### config.mk
export PLATFORM = sky130hd
export DESIGN_NAME = crs_top
export DESIGN_NICKNAME = d
export VERILOG_FILES = /design/src/rtl/crs_busy_note.sv /design/src/rtl/crs_pkg.sv /design/src/rtl/crs_gregs.sv /design/src/rtl/crs_stack_addr.sv /design/src/rtl/crs_top.sv
export SDC_FILE = /design/constraint.sdc
export NUM_CORES = 1
export LEC_CHECK = 0
export BUFFER_PORTS_ARGS = -buffer_cell sky130_fd_sc_hd__buf_2
export CELL_PAD_IN_SITES_DETAIL_PLACEMENT = 0
export CELL_PAD_IN_SITES_GLOBAL_PLACEMENT = 1
export CORE_ASPECT_RATIO = 0.7
export CORE_MARGIN = 2
export CORE_UTILIZATION = 40
export DETAILED_ROUTE_END_ITERATION = 16
export GPL_TIMING_DRIVEN = 0
export HOLD_SLACK_MARGIN = 0.1
export PLACE_DENSITY = 0.79
export SLEW_MARGIN = 10
export SYNTH_ARGS = -nofsm -noshare
export SYNTH_HDL_FRONTEND = slang
export SYNTH_HIERARCHICAL = 1
export SYNTH_SLANG_ARGS = --single-unit
### constraint.sdc
create_clock -name clk -period 8.88 [get_ports clk]
set_input_delay 1.776 -clock clk [delete_from_list [all_inputs] [get_ports clk]]
set_output_delay 1.776 -clock clk [all_outputs]
set_load 0.01 [all_outputs]
### src/rtl/crs_busy_note.sv
// (none)

### src/rtl/crs_pkg.sv
// shared constants and types for the cpu register, stack and status word block
// Functional notes
// RULE1 - four banks of eight nibble registers
// RULE2 - active bank is expand flag AND choice
// RULE3 - four register pairs, three pointer pairs
// RULE4 - registers reachable as plain data memory
// RULE5 - nibble, pair and carry accumulators
// RULE6 - 8-bit pointer, bank select confines stack
// RULE7 - decrement before push, increment after pop
// RULE8 - software writes bank select, upper bits zero
// RULE9 - bank select values 0,1,2 pick banks
// RULE10 - pointer zero pushes first at top address
// RULE11 - stack wraps inside its own bank
// RULE12 - pointer and bank select undefined after reset
// RULE13 - pointer loaded wide, both read back
// RULE14 - interrupt exit pops six nibbles in order
// RULE15 - call pushes bank flags, interrupt everything
// RULE16 - returns restore flags, interrupt exit everything
// RULE17 - status word on two addresses, upper rejected
// RULE18 - carry takes add/subtract carry out
// RULE19 - carry set, clear, invert, test, bit ops
// RULE20 - carry undefined after reset
// RULE21 - skip bits set by execution only
// RULE22 - interrupt raises level, exit restores it
// RULE23 - cleared expand flag forces bank zero
// RULE24 - reserved bank select value maps to bank zero
package crs_pkg;

	// general register file shape
	localparam int unsigned GREG_NUM     = 32;
	localparam logic [11:0] GREG_BASE    = 12'h000;  // 32 nibbles, bank*8+reg
	localparam logic [6:0]  GREG_SPAN    = 7'h20;
	// register slots within a bank; pair p is slots 2p (low) and 2p+1 (high)
	localparam logic [2:0]  REG_A        = 3'h0;
	localparam logic [2:0]  REG_X        = 3'h1;
	localparam logic [2:0]  REG_L        = 3'h2;
	localparam logic [2:0]  REG_H        = 3'h3;
	localparam logic [2:0]  REG_E        = 3'h4;
	localparam logic [2:0]  REG_D        = 3'h5;
	localparam logic [1:0]  PAIR_HL      = 2'h1;
	localparam logic [1:0]  PAIR_DE      = 2'h2;

	// data memory map of the block
	localparam logic [11:0] PSW_LO_ADDR  = 12'hFB0;
	localparam logic [11:0] PSW_HI_ADDR  = 12'hFB1;
	localparam logic [11:0] STP_LO_ADDR  = 12'hF80;
	localparam logic [11:0] STP_HI_ADDR  = 12'hF81;
	localparam logic [11:0] STK_BANK_ADDR = 12'hF84;

	// stack bank numbers
	localparam logic [3:0]  STK_BANK0    = 4'h0;
	localparam logic [3:0]  STK_BANK1    = 4'h1;
	localparam logic [3:0]  STK_BANK2    = 4'h2;

	// frame layout
	localparam logic [2:0]  FRAME_LAST   = 3'h5;  // six nibbles, index 0..5
	localparam logic [1:0]  IST_TOP      = 2'h2;  // highest interrupt level

	// reset values; pointer, bank select and carry carry no meaning after reset
	localparam logic [7:0]  STP_RST      = 8'h00;
	localparam logic [1:0]  STK_BANK_RST = 2'h0;
	localparam logic        CY_RST       = 1'b0;
	localparam logic [1:0]  RBS_RST      = 2'h0;

	// commands from the sequencer
	typedef enum logic [4:0] {
		OP_NOP, OP_REG_WR, OP_PAIR_WR, OP_REG_RD, OP_SEL_RB, OP_VEC_LOAD,
		OP_ADD_WITH_CARRY, OP_SUB_WITH_BORROW,
		OP_CARRY_SET, OP_CARRY_CLR, OP_CARRY_NOT, OP_CARRY_SKT,
		OP_BIT_TO_MEM, OP_BIT_FROM_MEM, OP_BIT_AND, OP_BIT_OR, OP_BIT_XOR,
		OP_SUBR_ENTRY, OP_INTR_ENTRY, OP_SUBR_EXIT, OP_INTR_EXIT
	} crs_op_t;

	// status word: upper nibble carry and skip bits, lower nibble at FB0
	typedef struct packed {
		logic       cy;
		logic [2:0] sk;
		logic [1:0] ist;
		logic       mem_bank_expand_flag;
		logic       reg_bank_expand_flag;
	} crs_psw_t;

	// data memory access from the sequencer
	typedef struct packed {
		logic        rd;
		logic        wr;
		logic        wide;
		logic [11:0] addr;
		logic [7:0]  wdata;
	} crs_dm_req_t;

	// nibble access to stack memory
	typedef struct packed {
		logic        rd;
		logic        wr;
		logic [11:0] addr;
		logic [3:0]  wdata;
	} crs_stk_req_t;

	// decoded region of a data memory address
	typedef enum logic [2:0] {
		AREA_NONE, AREA_GREG, AREA_PSW_LO, AREA_PSW_HI,
		AREA_STP_LO, AREA_STP_HI, AREA_STK_BANK
	} crs_area_t;

	// frame engine states
	typedef enum logic [1:0] {ST_IDLE, ST_PUSH, ST_POP_REQ, ST_POP_CAP} crs_state_t;

endpackage : crs_pkg

### src/rtl/crs_gregs.sv
// general register file: four banks of eight nibbles with pair taps
module crs_gregs
	import crs_pkg::*;
#(
	parameter int unsigned NUM = GREG_NUM
) (
	// clock
	input  wire logic       clk,
	// write port, absolute index, wide writes index and index+1
	input  wire logic       wr_en,
	input  wire logic       wr_wide,
	input  wire logic [4:0] wr_idx,
	input  wire logic [7:0] wr_data,
	// read port, absolute index
	input  wire logic [4:0] rd_idx,
	output logic      [7:0] rd_data,
	// taps on the active bank
	input  wire logic [1:0] bank,
	output logic      [3:0] acc,
	output logic      [7:0] wide_acc,
	output logic      [7:0] ptr_de,
	output logic      [7:0] ptr_hl,
	output logic      [7:0] ptr_dl
);

	logic [3:0] mem [NUM];  // register storage, no reset: contents undefined

	// absolute index of a slot in the active bank
	function automatic logic [4:0] slot(input logic [1:0] b, input logic [2:0] r);
		slot = {b, r};
	endfunction : slot

	// nibble or pair write
	always_ff @(posedge clk) begin
		if (wr_en) begin
			mem[wr_idx] <= wr_data[3:0]; // RULE1 RULE4
			if (wr_wide) begin
				mem[5'(wr_idx + 5'h01)] <= wr_data[7:4]; // RULE3
			end
		end
	end

	// combinational taps; the top registers them
	assign rd_data  = {mem[5'(rd_idx + 5'h01)], mem[rd_idx]}; // RULE4
	assign acc      = mem[slot(bank, REG_A)]; // RULE5
	assign wide_acc = {mem[slot(bank, REG_X)], mem[slot(bank, REG_A)]}; // RULE5
	assign ptr_de   = {mem[slot(bank, REG_D)], mem[slot(bank, REG_E)]}; // RULE3
	assign ptr_hl   = {mem[slot(bank, REG_H)], mem[slot(bank, REG_L)]}; // RULE3
	assign ptr_dl   = {mem[slot(bank, REG_D)], mem[slot(bank, REG_L)]}; // RULE3

endmodule : crs_gregs

### src/rtl/crs_stack_addr.sv
// stack address generator: bank decode and wrapping pointer arithmetic
module crs_stack_addr
	import crs_pkg::*;
(
	// stack state
	input  wire logic [7:0]  stp,
	input  wire logic [1:0]  bank_sel,
	// addresses
	output logic      [11:0] addr_here,
	output logic      [11:0] addr_below
);

	logic [3:0] bank;   // decoded memory bank
	logic [7:0] below;  // pointer minus one

	// bank decode; the reserved value falls back to bank zero so no stack
	// access can land in unmapped memory
	always_comb begin
		case (bank_sel)
			2'h0:    bank = STK_BANK0; // RULE9
			2'h1:    bank = STK_BANK1; // RULE9
			2'h2:    bank = STK_BANK2; // RULE9
			default: bank = STK_BANK0; // RULE24
		endcase
	end

	// 8-bit arithmetic wraps 00 to FF inside the same bank
	assign below      = stp - 8'h01; // RULE10 RULE11
	assign addr_here  = {bank, stp}; // RULE6
	assign addr_below = {bank, below}; // RULE6 RULE11

endmodule : crs_stack_addr

### src/rtl/crs_top.sv
// cpu register resources: general registers, status word and stack frames
module crs_top
	import crs_pkg::*;
(
	// clock and reset
	input  wire logic         clk,
	input  wire logic         nrst,
	// command from the sequencer
	input  wire crs_op_t      op,
	input  wire logic [2:0]   op_reg,
	input  wire logic [1:0]   op_pair,
	input  wire logic [7:0]   op_data,
	input  wire logic         mem_bit,
	input  wire logic [13:0]  instr_pointer,
	input  wire logic         vec_rbe,
	input  wire logic         vec_mbe,
	input  wire logic         skip_we,
	input  wire logic [2:0]   skip_in,
	// data memory access
	input  wire crs_dm_req_t  dm_req,
	output logic              dm_ack_q,
	output logic              dm_hit_q,
	output logic [7:0]        dm_rdata_q,
	// stack memory
	output crs_stk_req_t      stk_req_q,
	input  wire logic [3:0]   stk_rdata,
	// command results
	output logic [3:0]        reg_rdata_q,
	output logic              bit_out_q,
	output logic              skip_pulse_q,
	output logic              busy_q,
	output logic              done_q,
	output logic [13:0]       restored_ip_q,
	// state taps
	output crs_psw_t          psw_q,
	output logic [7:0]        stack_top_pointer_q,
	output logic [3:0]        stack_bank_selector_q,
	output logic [1:0]        reg_bank_q,
	output logic [3:0]        acc_q,
	output logic [7:0]        wide_acc_q,
	output logic [7:0]        ptr_de_q,
	output logic [7:0]        ptr_hl_q,
	output logic [7:0]        ptr_dl_q
);

	crs_state_t  state_q;           // frame engine state
	logic [2:0]  cnt_q;             // nibble index within a frame
	logic        is_intr_q;         // frame belongs to an interrupt
	logic [3:0]  frame_q [6];       // frame nibbles, in pop order
	logic [1:0]  rbs_q;             // register bank choice
	logic [1:0]  stk_bank_q;        // stack bank select, two live bits
	logic [1:0]  act_bank;          // active register bank
	logic [11:0] addr_here;         // stack address at pointer
	logic [11:0] addr_below;        // stack address below pointer
	crs_area_t   dm_area;           // region of the current access
	logic        frame_start;       // push or pop accepted this cycle
	logic        pop_last;          // last nibble of a pop captured now
	logic        g_wr_en;           // register file write controls
	logic        g_wr_wide;
	logic [4:0]  g_wr_idx;
	logic [7:0]  g_wr_data;
	logic [4:0]  g_rd_idx;
	logic [7:0]  g_rd_data;
	logic [3:0]  acc_now;           // accumulator and pointer taps from the file
	logic [7:0]  wide_now;
	logic [7:0]  de_now;
	logic [7:0]  hl_now;
	logic [7:0]  dl_now;
	logic [4:0]  sum5;              // add with carry result
	logic [4:0]  dif5;              // subtract with borrow result

	// decode a data memory address into the block's regions
	function automatic crs_area_t area_of(input logic [11:0] a);
		if (a >= GREG_BASE && a < (GREG_BASE + 12'(GREG_SPAN))) begin
			area_of = AREA_GREG;
		end else if (a == PSW_LO_ADDR) begin
			area_of = AREA_PSW_LO;
		end else if (a == PSW_HI_ADDR) begin
			area_of = AREA_PSW_HI;
		end else if (a == STP_LO_ADDR) begin
			area_of = AREA_STP_LO;
		end else if (a == STP_HI_ADDR) begin
			area_of = AREA_STP_HI;
		end else if (a == STK_BANK_ADDR) begin
			area_of = AREA_STK_BANK;
		end else begin
			area_of = AREA_NONE;
		end
	endfunction : area_of

	assign dm_area     = area_of(dm_req.addr);
	assign act_bank    = {2{psw_q.reg_bank_expand_flag}} & rbs_q; // RULE2 RULE23
	assign frame_start = (state_q == ST_IDLE) && (op == OP_SUBR_ENTRY ||
		op == OP_INTR_ENTRY || op == OP_SUBR_EXIT || op == OP_INTR_EXIT);
	assign pop_last    = (state_q == ST_POP_CAP) && (cnt_q == FRAME_LAST);
	assign sum5        = {1'b0, acc_now} + {1'b0, op_data[3:0]} + {4'h0, psw_q.cy};
	assign dif5        = {1'b0, acc_now} - {1'b0, op_data[3:0]} - {4'h0, psw_q.cy};

	// stack address arithmetic
	crs_stack_addr i_crs_stack_addr (
		.stp        (stack_top_pointer_q),
		.bank_sel   (stk_bank_q),
		.addr_here  (addr_here),
		.addr_below (addr_below)
	);

	// general register storage
	crs_gregs i_crs_gregs (
		.clk      (clk),
		.wr_en    (g_wr_en),
		.wr_wide  (g_wr_wide),
		.wr_idx   (g_wr_idx),
		.wr_data  (g_wr_data),
		.rd_idx   (g_rd_idx),
		.rd_data  (g_rd_data),
		.bank     (act_bank),
		.acc      (acc_now),
		.wide_acc (wide_now),
		.ptr_de   (de_now),
		.ptr_hl   (hl_now),
		.ptr_dl   (dl_now)
	);

	// register file write mux; a command wins over a memory write in the
	// same cycle, the sequencer is expected not to overlap the two
	always_comb begin
		g_wr_en   = 1'b0;
		g_wr_wide = 1'b0;
		g_wr_idx  = {act_bank, op_reg};
		g_wr_data = op_data;
		if (op == OP_REG_WR) begin
			g_wr_en = 1'b1; // RULE1
		end else if (op == OP_PAIR_WR) begin
			g_wr_en   = 1'b1; // RULE3
			g_wr_wide = 1'b1;
			g_wr_idx  = {act_bank, op_pair, 1'b0};
		end else if (op == OP_ADD_WITH_CARRY) begin
			g_wr_en   = 1'b1; // RULE5
			g_wr_idx  = {act_bank, REG_A};
			g_wr_data = {4'h0, sum5[3:0]};
		end else if (op == OP_SUB_WITH_BORROW) begin
			g_wr_en   = 1'b1; // RULE5
			g_wr_idx  = {act_bank, REG_A};
			g_wr_data = {4'h0, dif5[3:0]};
		end else if (dm_req.wr && dm_area == AREA_GREG) begin
			g_wr_en   = 1'b1; // RULE4
			g_wr_wide = dm_req.wide;
			g_wr_idx  = dm_req.addr[4:0];
			g_wr_data = dm_req.wdata;
		end
	end

	// read index: a register read command, otherwise the memory address
	assign g_rd_idx = (op == OP_REG_RD) ? {act_bank, op_reg} : dm_req.addr[4:0];

	// frame engine: six nibbles pushed downward or popped upward
	always_ff @(posedge clk or negedge nrst) begin
		if (!nrst) begin
			state_q       <= ST_IDLE;
			cnt_q         <= 3'h0;
			is_intr_q     <= 1'b0;
			stk_req_q     <= '0;
			done_q        <= 1'b0;
			restored_ip_q <= 14'h0000;
			for (int i = 0; i < 6; i++) begin
				frame_q[i] <= 4'h0;
			end
		end else begin
			stk_req_q <= '0;
			done_q    <= 1'b0;
			case (state_q)
				ST_IDLE: begin
					cnt_q <= 3'h0;
					if (frame_start) begin
						is_intr_q <= (op == OP_INTR_ENTRY || op == OP_INTR_EXIT);
					end
					if (frame_start && (op == OP_SUBR_ENTRY || op == OP_INTR_ENTRY)) begin
						state_q    <= ST_PUSH;
						frame_q[0] <= instr_pointer[11:8]; // RULE14
						frame_q[1] <= {2'b00, instr_pointer[13:12]}; // RULE14
						frame_q[2] <= instr_pointer[3:0]; // RULE14
						frame_q[3] <= instr_pointer[7:4]; // RULE14
						if (op == OP_INTR_ENTRY) begin
							frame_q[4] <= {psw_q.ist, psw_q.mem_bank_expand_flag, psw_q.reg_bank_expand_flag}; // RULE15 RULE22
							frame_q[5] <= {psw_q.cy, psw_q.sk}; // RULE15
						end else begin
							frame_q[4] <= {2'b00, psw_q.mem_bank_expand_flag, psw_q.reg_bank_expand_flag}; // RULE15
							frame_q[5] <= 4'h0;
						end
					end else if (frame_start) begin
						state_q <= ST_POP_REQ;
					end
				end
				ST_PUSH: begin
					// highest slot first, so the pop order reads upward
					stk_req_q.wr    <= 1'b1;
					stk_req_q.addr  <= addr_below; // RULE7 RULE10
					stk_req_q.wdata <= frame_q[3'(FRAME_LAST - cnt_q)];
					cnt_q           <= cnt_q + 3'h1;
					if (cnt_q == FRAME_LAST) begin
						state_q <= ST_IDLE;
						done_q  <= 1'b1;
					end
				end
				ST_POP_REQ: begin
					stk_req_q.rd   <= 1'b1;
					stk_req_q.addr <= addr_here; // RULE7
					state_q        <= ST_POP_CAP;
				end
				ST_POP_CAP: begin
					// read data is taken while the read request stands
					frame_q[cnt_q] <= stk_rdata; // RULE14
					cnt_q          <= cnt_q + 3'h1;
					if (cnt_q == FRAME_LAST) begin
						state_q       <= ST_IDLE;
						done_q        <= 1'b1;
						restored_ip_q <= {frame_q[1][1:0], frame_q[0], frame_q[3], frame_q[2]};
					end else begin
						state_q <= ST_POP_REQ;
					end
				end
				default: state_q <= ST_IDLE;
			endcase
		end
	end

	// busy flag mirrors the engine
	always_ff @(posedge clk or negedge nrst) begin
		if (!nrst) begin
			busy_q <= 1'b0;
		end else begin
			// drops on the edge that ends the frame, together with done
			busy_q <= (state_q != ST_IDLE)
				? !((state_q == ST_PUSH || state_q == ST_POP_CAP) && cnt_q == FRAME_LAST)
				: frame_start;
		end
	end

	// stack pointer: frame moves first, then a software load
	always_ff @(posedge clk or negedge nrst) begin
		if (!nrst) begin
			stack_top_pointer_q <= STP_RST; // RULE12
		end else if (state_q == ST_PUSH) begin
			stack_top_pointer_q <= stack_top_pointer_q - 8'h01; // RULE7 RULE11
		end else if (state_q == ST_POP_CAP) begin
			stack_top_pointer_q <= stack_top_pointer_q + 8'h01; // RULE7 RULE11
		end else if (dm_req.wr && dm_req.wide && dm_area == AREA_STP_LO) begin
			stack_top_pointer_q <= dm_req.wdata; // RULE13
		end
	end

	// stack bank select; only the two live bits are kept
	always_ff @(posedge clk or negedge nrst) begin
		if (!nrst) begin
			stk_bank_q <= STK_BANK_RST; // RULE12
		end else if (dm_req.wr && dm_area == AREA_STK_BANK) begin
			stk_bank_q <= dm_req.wdata[1:0]; // RULE6 RULE8
		end
	end

	// register bank choice
	always_ff @(posedge clk or negedge nrst) begin
		if (!nrst) begin
			rbs_q <= RBS_RST;
		end else if (op == OP_SEL_RB) begin
			rbs_q <= op_data[1:0]; // RULE23
		end
	end

	// status word: frame restore, interrupt entry, then single commands
	always_ff @(posedge clk or negedge nrst) begin
		if (!nrst) begin
			psw_q    <= '0;
			psw_q.cy <= CY_RST; // RULE20
		end else if (pop_last) begin
			psw_q.mem_bank_expand_flag <= frame_q[4][1]; // RULE16
			psw_q.reg_bank_expand_flag <= frame_q[4][0]; // RULE16
			if (is_intr_q) begin
				psw_q.ist <= frame_q[4][3:2]; // RULE16 RULE22
				psw_q.cy  <= stk_rdata[3]; // RULE16
				psw_q.sk  <= stk_rdata[2:0]; // RULE16
			end
		end else if (frame_start && op == OP_INTR_ENTRY) begin
			// level steps up once, never past the top level
			psw_q.ist <= (psw_q.ist < IST_TOP) ? 2'(psw_q.ist + 2'h1) : IST_TOP; // RULE22
			psw_q.mem_bank_expand_flag <= vec_mbe;
			psw_q.reg_bank_expand_flag <= vec_rbe;
		end else begin
			case (op)
				OP_VEC_LOAD: begin
					psw_q.mem_bank_expand_flag <= vec_mbe;
					psw_q.reg_bank_expand_flag <= vec_rbe;
				end
				OP_ADD_WITH_CARRY:  psw_q.cy <= sum5[4]; // RULE18
				OP_SUB_WITH_BORROW: psw_q.cy <= dif5[4]; // RULE18
				OP_CARRY_SET:       psw_q.cy <= 1'b1; // RULE19
				OP_CARRY_CLR:       psw_q.cy <= 1'b0; // RULE19
				OP_CARRY_NOT:       psw_q.cy <= !psw_q.cy; // RULE19
				OP_BIT_FROM_MEM:    psw_q.cy <= mem_bit; // RULE19
				OP_BIT_AND:         psw_q.cy <= psw_q.cy & mem_bit; // RULE19
				OP_BIT_OR:          psw_q.cy <= psw_q.cy | mem_bit; // RULE19
				OP_BIT_XOR:         psw_q.cy <= psw_q.cy ^ mem_bit; // RULE19
				default: begin
					// memory writes reach only the lower nibble
					if (dm_req.wr && dm_area == AREA_PSW_LO) begin
						{psw_q.ist, psw_q.mem_bank_expand_flag, psw_q.reg_bank_expand_flag} <= dm_req.wdata[3:0]; // RULE17
					end
				end
			endcase
			// skip bits are moved by execution alone, never by a memory write
			if (skip_we) begin
				psw_q.sk <= skip_in; // RULE21
			end
		end
	end

	// carry results to the sequencer
	always_ff @(posedge clk or negedge nrst) begin
		if (!nrst) begin
			bit_out_q    <= 1'b0;
			skip_pulse_q <= 1'b0;
		end else begin
			skip_pulse_q <= (op == OP_CARRY_SKT) && psw_q.cy; // RULE19
			if (op == OP_BIT_TO_MEM) begin
				bit_out_q <= psw_q.cy; // RULE19
			end
		end
	end

	// data memory answer, one cycle after the request
	always_ff @(posedge clk or negedge nrst) begin
		if (!nrst) begin
			dm_ack_q   <= 1'b0;
			dm_hit_q   <= 1'b0;
			dm_rdata_q <= 8'h00;
		end else begin
			dm_ack_q <= dm_req.rd | dm_req.wr;
			dm_hit_q <= (dm_req.rd | dm_req.wr) && dm_area != AREA_NONE
				&& dm_area != AREA_PSW_HI; // RULE17
			if (dm_req.rd) begin
				if (dm_area == AREA_GREG) begin
					dm_rdata_q <= dm_req.wide ? g_rd_data : {4'h0, g_rd_data[3:0]}; // RULE4
				end else if (dm_area == AREA_PSW_LO) begin
					dm_rdata_q <= {4'h0, psw_q.ist, psw_q.mem_bank_expand_flag, psw_q.reg_bank_expand_flag}; // RULE17
				end else if (dm_area == AREA_STP_LO) begin
					dm_rdata_q <= dm_req.wide ? stack_top_pointer_q
						: {4'h0, stack_top_pointer_q[3:0]}; // RULE13
				end else if (dm_area == AREA_STP_HI) begin
					dm_rdata_q <= {4'h0, stack_top_pointer_q[7:4]}; // RULE13
				end else if (dm_area == AREA_STK_BANK) begin
					dm_rdata_q <= {6'h00, stk_bank_q}; // RULE13
				end else begin
					dm_rdata_q <= 8'h00;
				end
			end
		end
	end

	// registered taps of the register file and bank state
	always_ff @(posedge clk or negedge nrst) begin
		if (!nrst) begin
			reg_rdata_q           <= 4'h0;
			acc_q                 <= 4'h0;
			wide_acc_q            <= 8'h00;
			ptr_de_q              <= 8'h00;
			ptr_hl_q              <= 8'h00;
			ptr_dl_q              <= 8'h00;
			reg_bank_q            <= 2'h0;
			stack_bank_selector_q <= 4'h0;
		end else begin
			if (op == OP_REG_RD) begin
				reg_rdata_q <= g_rd_data[3:0]; // RULE1
			end
			acc_q                 <= acc_now; // RULE5
			wide_acc_q            <= wide_now; // RULE5
			ptr_de_q              <= de_now; // RULE3
			ptr_hl_q              <= hl_now; // RULE3
			ptr_dl_q              <= dl_now; // RULE3
			reg_bank_q            <= act_bank; // RULE2
			stack_bank_selector_q <= {2'b00, stk_bank_q};
		end
	end

endmodule : crs_top

==> flow_summary.json, run 1 <==
{
  "nets": 1701,
  "ios": 176,
  "rr_endpoint": "i_crs_gregs/mem[18][3]$_DFFE_PP_",
  "synth_ff_type": "dfrtp_1",
  "grt_setup_unrepaired": "no",
  "instances_no_fill": 2180,
  "cp.required_ns": 9.39,
  "max_freq_ghz": 0.151,
  "finalCriticalPeriod_ns": 6.64,
  "cap_violations": 0,
  "finalSetupViolations": 0,
  "crit_fanout": 10,
  "die_area_um2": 42800,
  "worstSetupStartpointType": "primary input",
  "synth_area_leaders": "edfxtp_1, dfrtp_1, mux4_2",
  "detail_route.wirelength_um": 59200,
  "grtUsageTotal_pct": 27.6,
  "min_path_type": "flop to flop",
  "start_util_pct": 40.3,
  "drive_gt1_share_pct": 33.0,
  "vias": 13300,
  "cts_hold_buf": 0,
  "grt_pass1_vias": 12700,
  "firstDrtPassIters": 5,
  "status": "finished clean",
  "cts_tree": "built",
  "ys_seq_area_share_pct": 44.7,
  "slew_headroom_pct": 10.4,
  "clock-root-buffer": "clkbuf_16",
  "drv_slew": 0,
  "place_congestion": 0.994,
  "mappedNetlistArea_um2": 16400,
  "place.port_buffers": 171,
  "p_switching_mw": 1.60,
  "critPathCapture": "dm_rdata_q[4]$_DFFE_PN0P_",
  "antenna_found_initial": 7,
  "p_clk_share_pct": 28.0,
  "drtAntennaViolNets": 0,
  "p_per_area_nw_per_um2": 233,
  "p_sw_share_pct": 36.2,
  "cts_buffers": 30,
  "cts.path.max_buffers": 3,
  "startpoint": "op[0]",
  "hold_violations": 0,
  "cts_resized": 0,
  "worstPathArrival_ns": 7.15,
  "ys_warn_count": 6,
  "period_share_pct": 74.7,
  "die_w_um": 246,
  "wl_per_cell_um": 27.2,
  "internal_power_mw": 2.83,
  "holdWs_ns": 0.470,
  "synth_seq_cells": 268,
  "grt_pass1_wl_um": 86400,
  "rows": 62,
  "seq_power_share_pct": 37.7,
  "r2r-start": "psw_q[0]$_DFFE_PN0P_",
  "synth_top_area_share_pct": 23.4,
  "async_reset_ff_share_pct": 52.2,
  "grt_max_degree": 89,
  "area_growth_pct": 15.7,
  "power.leakage_nw": 7.44,
  "viasPerCell": 6.12,
  "fin_tns_setup_ns": 0,
  "setup_ws_ns": 2.24,
  "die_h_um": 174,
  "avgSynthCellArea_um2": 11.8,
  "tightest_slew_ns": 1.34,
  "htreeDepth": 1,
  "synth_largest_area_cell": "edfxtp_1",
  "ff2ff_setup_slack_ns": 4.12,
  "clk_pin_slew_ns": 0.06,
  "core_area_um2": 40800,
  "synth_edf_count": 128,
  "fin_skew_ns": 0.0160,
  "dp_cells": 2118,
  "p_comb_share_pct": 34.2,
  "insertion_delay_ns": 0.59,
  "worstSetupEndpointType": "flop",
  "ys_types": 73,
  "drt_iter0_markers": 1672,
  "grt-ovfl-total": 0,
  "place_ws_ns": 1.86,
  "syn_inst": 1398,
  "dp_hpwl_um": 45900,
  "cts_setup_buffers": 0,
  "critPathKind": "primary input to flop",
  "final_util_pct": 46.6,
  "drc": 0,
  "clkSinkCount": 268,
  "ff2ff_path_depth": 16,
  "irDropWorstVdd_mv": 0.183
}
==> logic make-up (layout without fill, tap and decap cells) <==
family,count (synthesis),in the layout,share of synthesized area (%)
AOI/OAI and AO/OA,280,280,10.6
buffers and inverters,171,399,4.94
muxes,268,268,25.1
and+or+nand+nor,360,360,11.2
DFF,268,268,44.7
xor gates and xnor gates,22,22,1.17
adders and majority gates,27,27,2.24
other,2,12,0.0457
==> cell usage in the layout, fill, tap and decap left out, types with 16 or more instances in the layout <==
cell type | netlist | routed
ha_1 | 23 | 23
a22oi_1 | 30 | 30
buf_4 | 34 | 34
nand3_1 | 26 | 26
o22ai_1 | 40 | 40
clkbuf_1 | 81 | 85
inv_1 | 31 | 31
o21ai_0 | 55 | 55
nand2b_1 | 16 | 16
mux2_2 | 146 | 146
nand2_1 | 146 | 146
clkbuf_16 | 0 | 31
nor2_1 | 52 | 52
o21ai_1 | 18 | 18
nor2b_1 | 38 | 38
a21oi_1 | 67 | 67
buf_2 | 16 | 186
mux2i_1 | 17 | 17
dfrtp_1 | 140 | 140
edfxtp_1 | 128 | 128
mux4_2 | 100 | 100
==> power groups by stage <==
| stage | combinational [mW] | sequential [mW] | clock [mW] |
|---|---|---|---|
| after floorplan | 0.952 | 1.70 | 0 |
| after global placement | 1.47 | 1.68 | 0 |
| after detailed placement | 1.49 | 1.69 | 0 |
| after CTS | 1.50 | 1.67 | 1.26 |
| after global routing | 1.66 | 1.69 | 1.30 |
| final | 1.52 | 1.67 | 1.24 |
==> sequential cells by signal, summed over array words and instances (netlist names), 3 cells and up <==
register,count
ptr_dl_q,8
dm_rdata_q,8
ptr_hl_q,8
ptr_de_q,8
stk_req_q,18
i_crs_gregs/mem,128
acc_q,4
psw_q,8
stack_top_pointer_q,8
cnt_q,3
reg_rdata_q,4
frame_q,24
restored_ip_q,14
wide_acc_q,8
==> cells in the mapped netlist, types with 5 or more instances <==
master	number
mux2_2	146
nand2_1	146
dfrtp_1	140
edfxtp_1	128
mux4_2	100
clkbuf_1	81
a21oi_1	67
o21ai_0	55
nor2_1	52
o22ai_1	40
nor2b_1	38
buf_4	34
inv_1	31
a22oi_1	30
nand3_1	26
ha_1	23
o21ai_1	18
mux2i_1	17
buf_2	16
nand2b_1	16
xnor2_1	13
a22o_1	10
o21bai_1	10
and2_1	9
xor2_1	9
a31oi_1	8
a32oi_1	8
and3_1	7
nor3_1	7
nor4_1	7
a2111oi_0	6
nand3b_1	6
a221oi_1	5
mux2_1	5
nand4_1	5
nor3b_1	5
==> worst min path at each step <==
stage	start	end	slack, ns	cells after the start
3_5_place_dp	restored_ip_q[4]$_DFFE_PN0P_	restored_ip_q[4]$_DFFE_PN0P_	0.46	2
6_report	stk_bank_q[0]$_DFFE_PN0P_	stack_bank_selector_q[0]$_DFF_PN0_	0.47	0
4_1_cts	restored_ip_q[4]$_DFFE_PN0P_	restored_ip_q[4]$_DFFE_PN0P_	0.47	2
3_3_place_gp	restored_ip_q[12]$_DFFE_PN0P_	restored_ip_q[12]$_DFFE_PN0P_	0.46	2
5_1_grt	stk_bank_q[0]$_DFFE_PN0P_	stack_bank_selector_q[0]$_DFF_PN0_	0.50	0
2_1_floorplan	stk_bank_q[0]$_DFFE_PN0P_	stack_bank_selector_q[0]$_DFF_PN0_	0.40	0
==> routing by layer <==
layer  routed length, µm  up-vias  track usage (%)
met5                 107        -             1.70
met4                1650        4             6.35
met3                9200      113             11.5
met2               23100      902             36.4
met1               25100     6627             41.4
li1                    -     5685                -
==> layout make-up <==
cell class                      instances  area [µm²]
Multi-Input combinational cell        963        8290
Clock inverter                         17         139
Fill cell                            3807       21800
Clock buffer                           39         833
Timing Repair Buffer                  172         890
Tap cell                              544         681
Antenna cell                            6        15.0
Buffer                                138         688
Sequential cell                       268        7350
Inverter                               33         124
==> per-stage QoR <==
stage	total power, mW	area (µm²)
final	4.43	19000
after global routing	4.65	19000
after CTS	4.42	19000
after detailed placement	3.18	18000
after global placement	3.15	18000
after floorplan	2.65	16400
==> critical path: stages <==
cell and delay [ns]:
buf_2 0.13, buf_2 0.24, buf_1 0.37, nand2_1 0.22, nor3_1 0.97, nand2_1 0.10, o21ai_0 0.24, buf_4 0.28
buf_6 0.20, buf_4 0.25, a21oi_1 0.12, o21ai_0 0.50, a221oi_1 0.22, a2111oi_0 1.01, a32oi_1 0.30, a21oi_1 0.20
Note: power is estimated with default switching activity, not from simulation.
==> run 2: changes to the inputs <==
clock period = 6.2 ns   (was 8.88 ns; I/O delays follow)
==> flow_summary.json, run 2 (synthesized netlist as in run 1, its figures left out) <==
{
  "largest_reg_flops": 128,
  "worstSetupEndpointType": "flop",
  "firstDrtPassIters": 8,
  "detail_route.wirelength_um": 59000,
  "vias": 13300,
  "htreeDepth": 1,
  "drtAntennaViolNets": 0,
  "cpMaxStageDelayCell": "a2111oi_0",
  "final_util_pct": 46.6,
  "period_share_pct": 92.2,
  "place_congestion": 0.994,
  "holdWs_ns": 0.468,
  "drc": 0,
  "viasPerCell": 6.08,
  "grt_pass1_vias": 12700,
  "dpl_cell_area_um2": 18000,
  "crit_fanout": 10,
  "die_w_um": 246,
  "min_path_type": "flop to flop",
  "start_util_pct": 40.3,
  "stdcell_area_um2": 19000,
  "worstPathArrival_ns": 6.23,
  "ios": 176,
  "die_area_um2": 42800,
  "grt_max_degree": 89,
  "status": "finished clean",
  "insertion_delay_ns": 0.59,
  "fin_skew_ns": 0.0160,
  "tightest_slew_ns": 1.36,
  "power.leakage_nw": 7.44,
  "setup_ws_ns": 0.481,
  "p_per_area_nw_per_um2": 333,
  "p_total_mw": 6.33,
  "cts_setup_buffers": 0,
  "instances_no_fill": 2181,
  "irDropWorstVdd_mv": 0.261,
  "drive_gt1_share_pct": 33.1,
  "grt-ovfl-total": 0,
  "rows": 62,
  "dp_hpwl_um": 45900,
  "worstSetupStartpointType": "primary input",
  "regMostFlops": "i_crs_gregs/mem",
  "nets": 1701,
  "place_ws_ns": -0.286,
  "dp_cells": 2118,
  "die_h_um": 174,
  "wl_per_cell_um": 27.0,
  "cp.required_ns": 6.71,
  "cts_buffers": 30,
  "finalCriticalPeriod_ns": 5.72,
  "drv_slew": 0,
  "place.port_buffers": 171,
  "finalSetupViolations": 0,
  "cts_tree": "built",
  "grt_pass1_wl_um": 86400,
  "max_freq_ghz": 0.175,
  "path_cells": "buf_2, buf_2, buf_1, nand2_1, nor3_2, nand2_1, o21ai_0, buf_4, buf_6, buf_4, a21oi_1, o21ai_0, a221oi_1, a2111oi_0, a32oi_1, a21oi_1",
  "max_stage_delay_ns": 1.00,
  "slew_headroom_pct": 9.27,
  "fin_tns_setup_ns": 0,
  "mostFrequentLayoutCells": "buf_2, nand2_1, mux2_2, dfrtp_1, edfxtp_1",
  "final_common_cell": "buf_2",
  "grtUsageTotal_pct": 27.6,
  "top_regs": "i_crs_gregs/mem: 128 flops, frame_q: 24 flops, stk_req_q: 18 flops",
  "clock-root-buffer": "clkbuf_16",
  "area_growth_pct": 15.7,
  "clkSinkCount": 268,
  "grt_setup_unrepaired": "no",
  "critPathKind": "primary input to flop",
  "cts.path.max_buffers": 3,
  "core_area_um2": 40800,
  "drt_iter0_markers": 1663,
  "cap_violations": 0,
  "hold_violations": 0,
  "clk_pin_slew_ns": 0.06,
  "antenna_found_initial": 7
}
## run 2: timing repair
| action | in CTS | in global routing |
|---|---|---|
| hold buffers | 0 | 0 |
| gates resized for setup | 0 | 1 |
| endpoints found under the setup margin | 0 | 4 |
## run 2: report_power, final
group / leakage [nW] / switching [mW] / internal, mW
sequential: 2.86 / 0.251 / 2.14
clock: 0.487 / 0.776 / 0.994
combinational: 4.09 / 1.26 / 0.914
total: 7.44 / 2.28 / 4.05
## run 2: metal layers
metal / part of all wire [%] / vias to the layer above / global-route usage (%)
li1: - / 5691 / -
met1: 42 / 6585 / 41.4
met2: 39 / 862 / 36.4
met3: 16 / 111 / 11.5
met4: 2.8 / 4 / 6.35
met5: 0.19 / - / 1.70
## run 2: cell type report
type	instances	area, µm²
plain buffers	138	688
inverters	33	124
fillers	3808	21800
clock inverters	17	139
repair buffers	172	890
flip-flops and latches	268	7350
multi-input cells	963	8300
well taps	544	681
clock buffers	39	833
diodes	7	17.5
## run 2: critical path: cells and delay by family
| family | cells | cell delay (ns) |
|---|---|---|
| buffers and inverters | 6 | 1.51 |
| AND/OR/NAND/NOR | 3 | 0.91 |
| AO/OA/AOI/OAI | 7 | 2.56 |
## run 2: worst paths after layout
| path | start | to | slack (ns) | cells after the start |
|---|---|---|---|---|
| setup / recovery | op[0] | dm_rdata_q[4]$_DFFE_PN0P_ | 0.48 | 16 |
| hold / removal | stk_bank_q[0]$_DFFE_PN0P_ | stack_bank_selector_q[0]$_DFF_PN0_ | 0.47 | 0 |
| setup reg to reg | psw_q[0]$_DFFE_PN0P_ | i_crs_gregs/mem[9][3]$_DFFE_PP_ | 1.44 | 16 |
| hold reg to reg | stk_bank_q[0]$_DFFE_PN0P_ | stack_bank_selector_q[0]$_DFF_PN0_ | 0.47 | 0 |
| max in group asynchronous | nrst | ptr_dl_q[5]$_DFF_PN0_ | 4.74 | 2 |
| min in group asynchronous | nrst | psw_q[7]$_DFFE_PN0P_ | 0.61 | 1 |
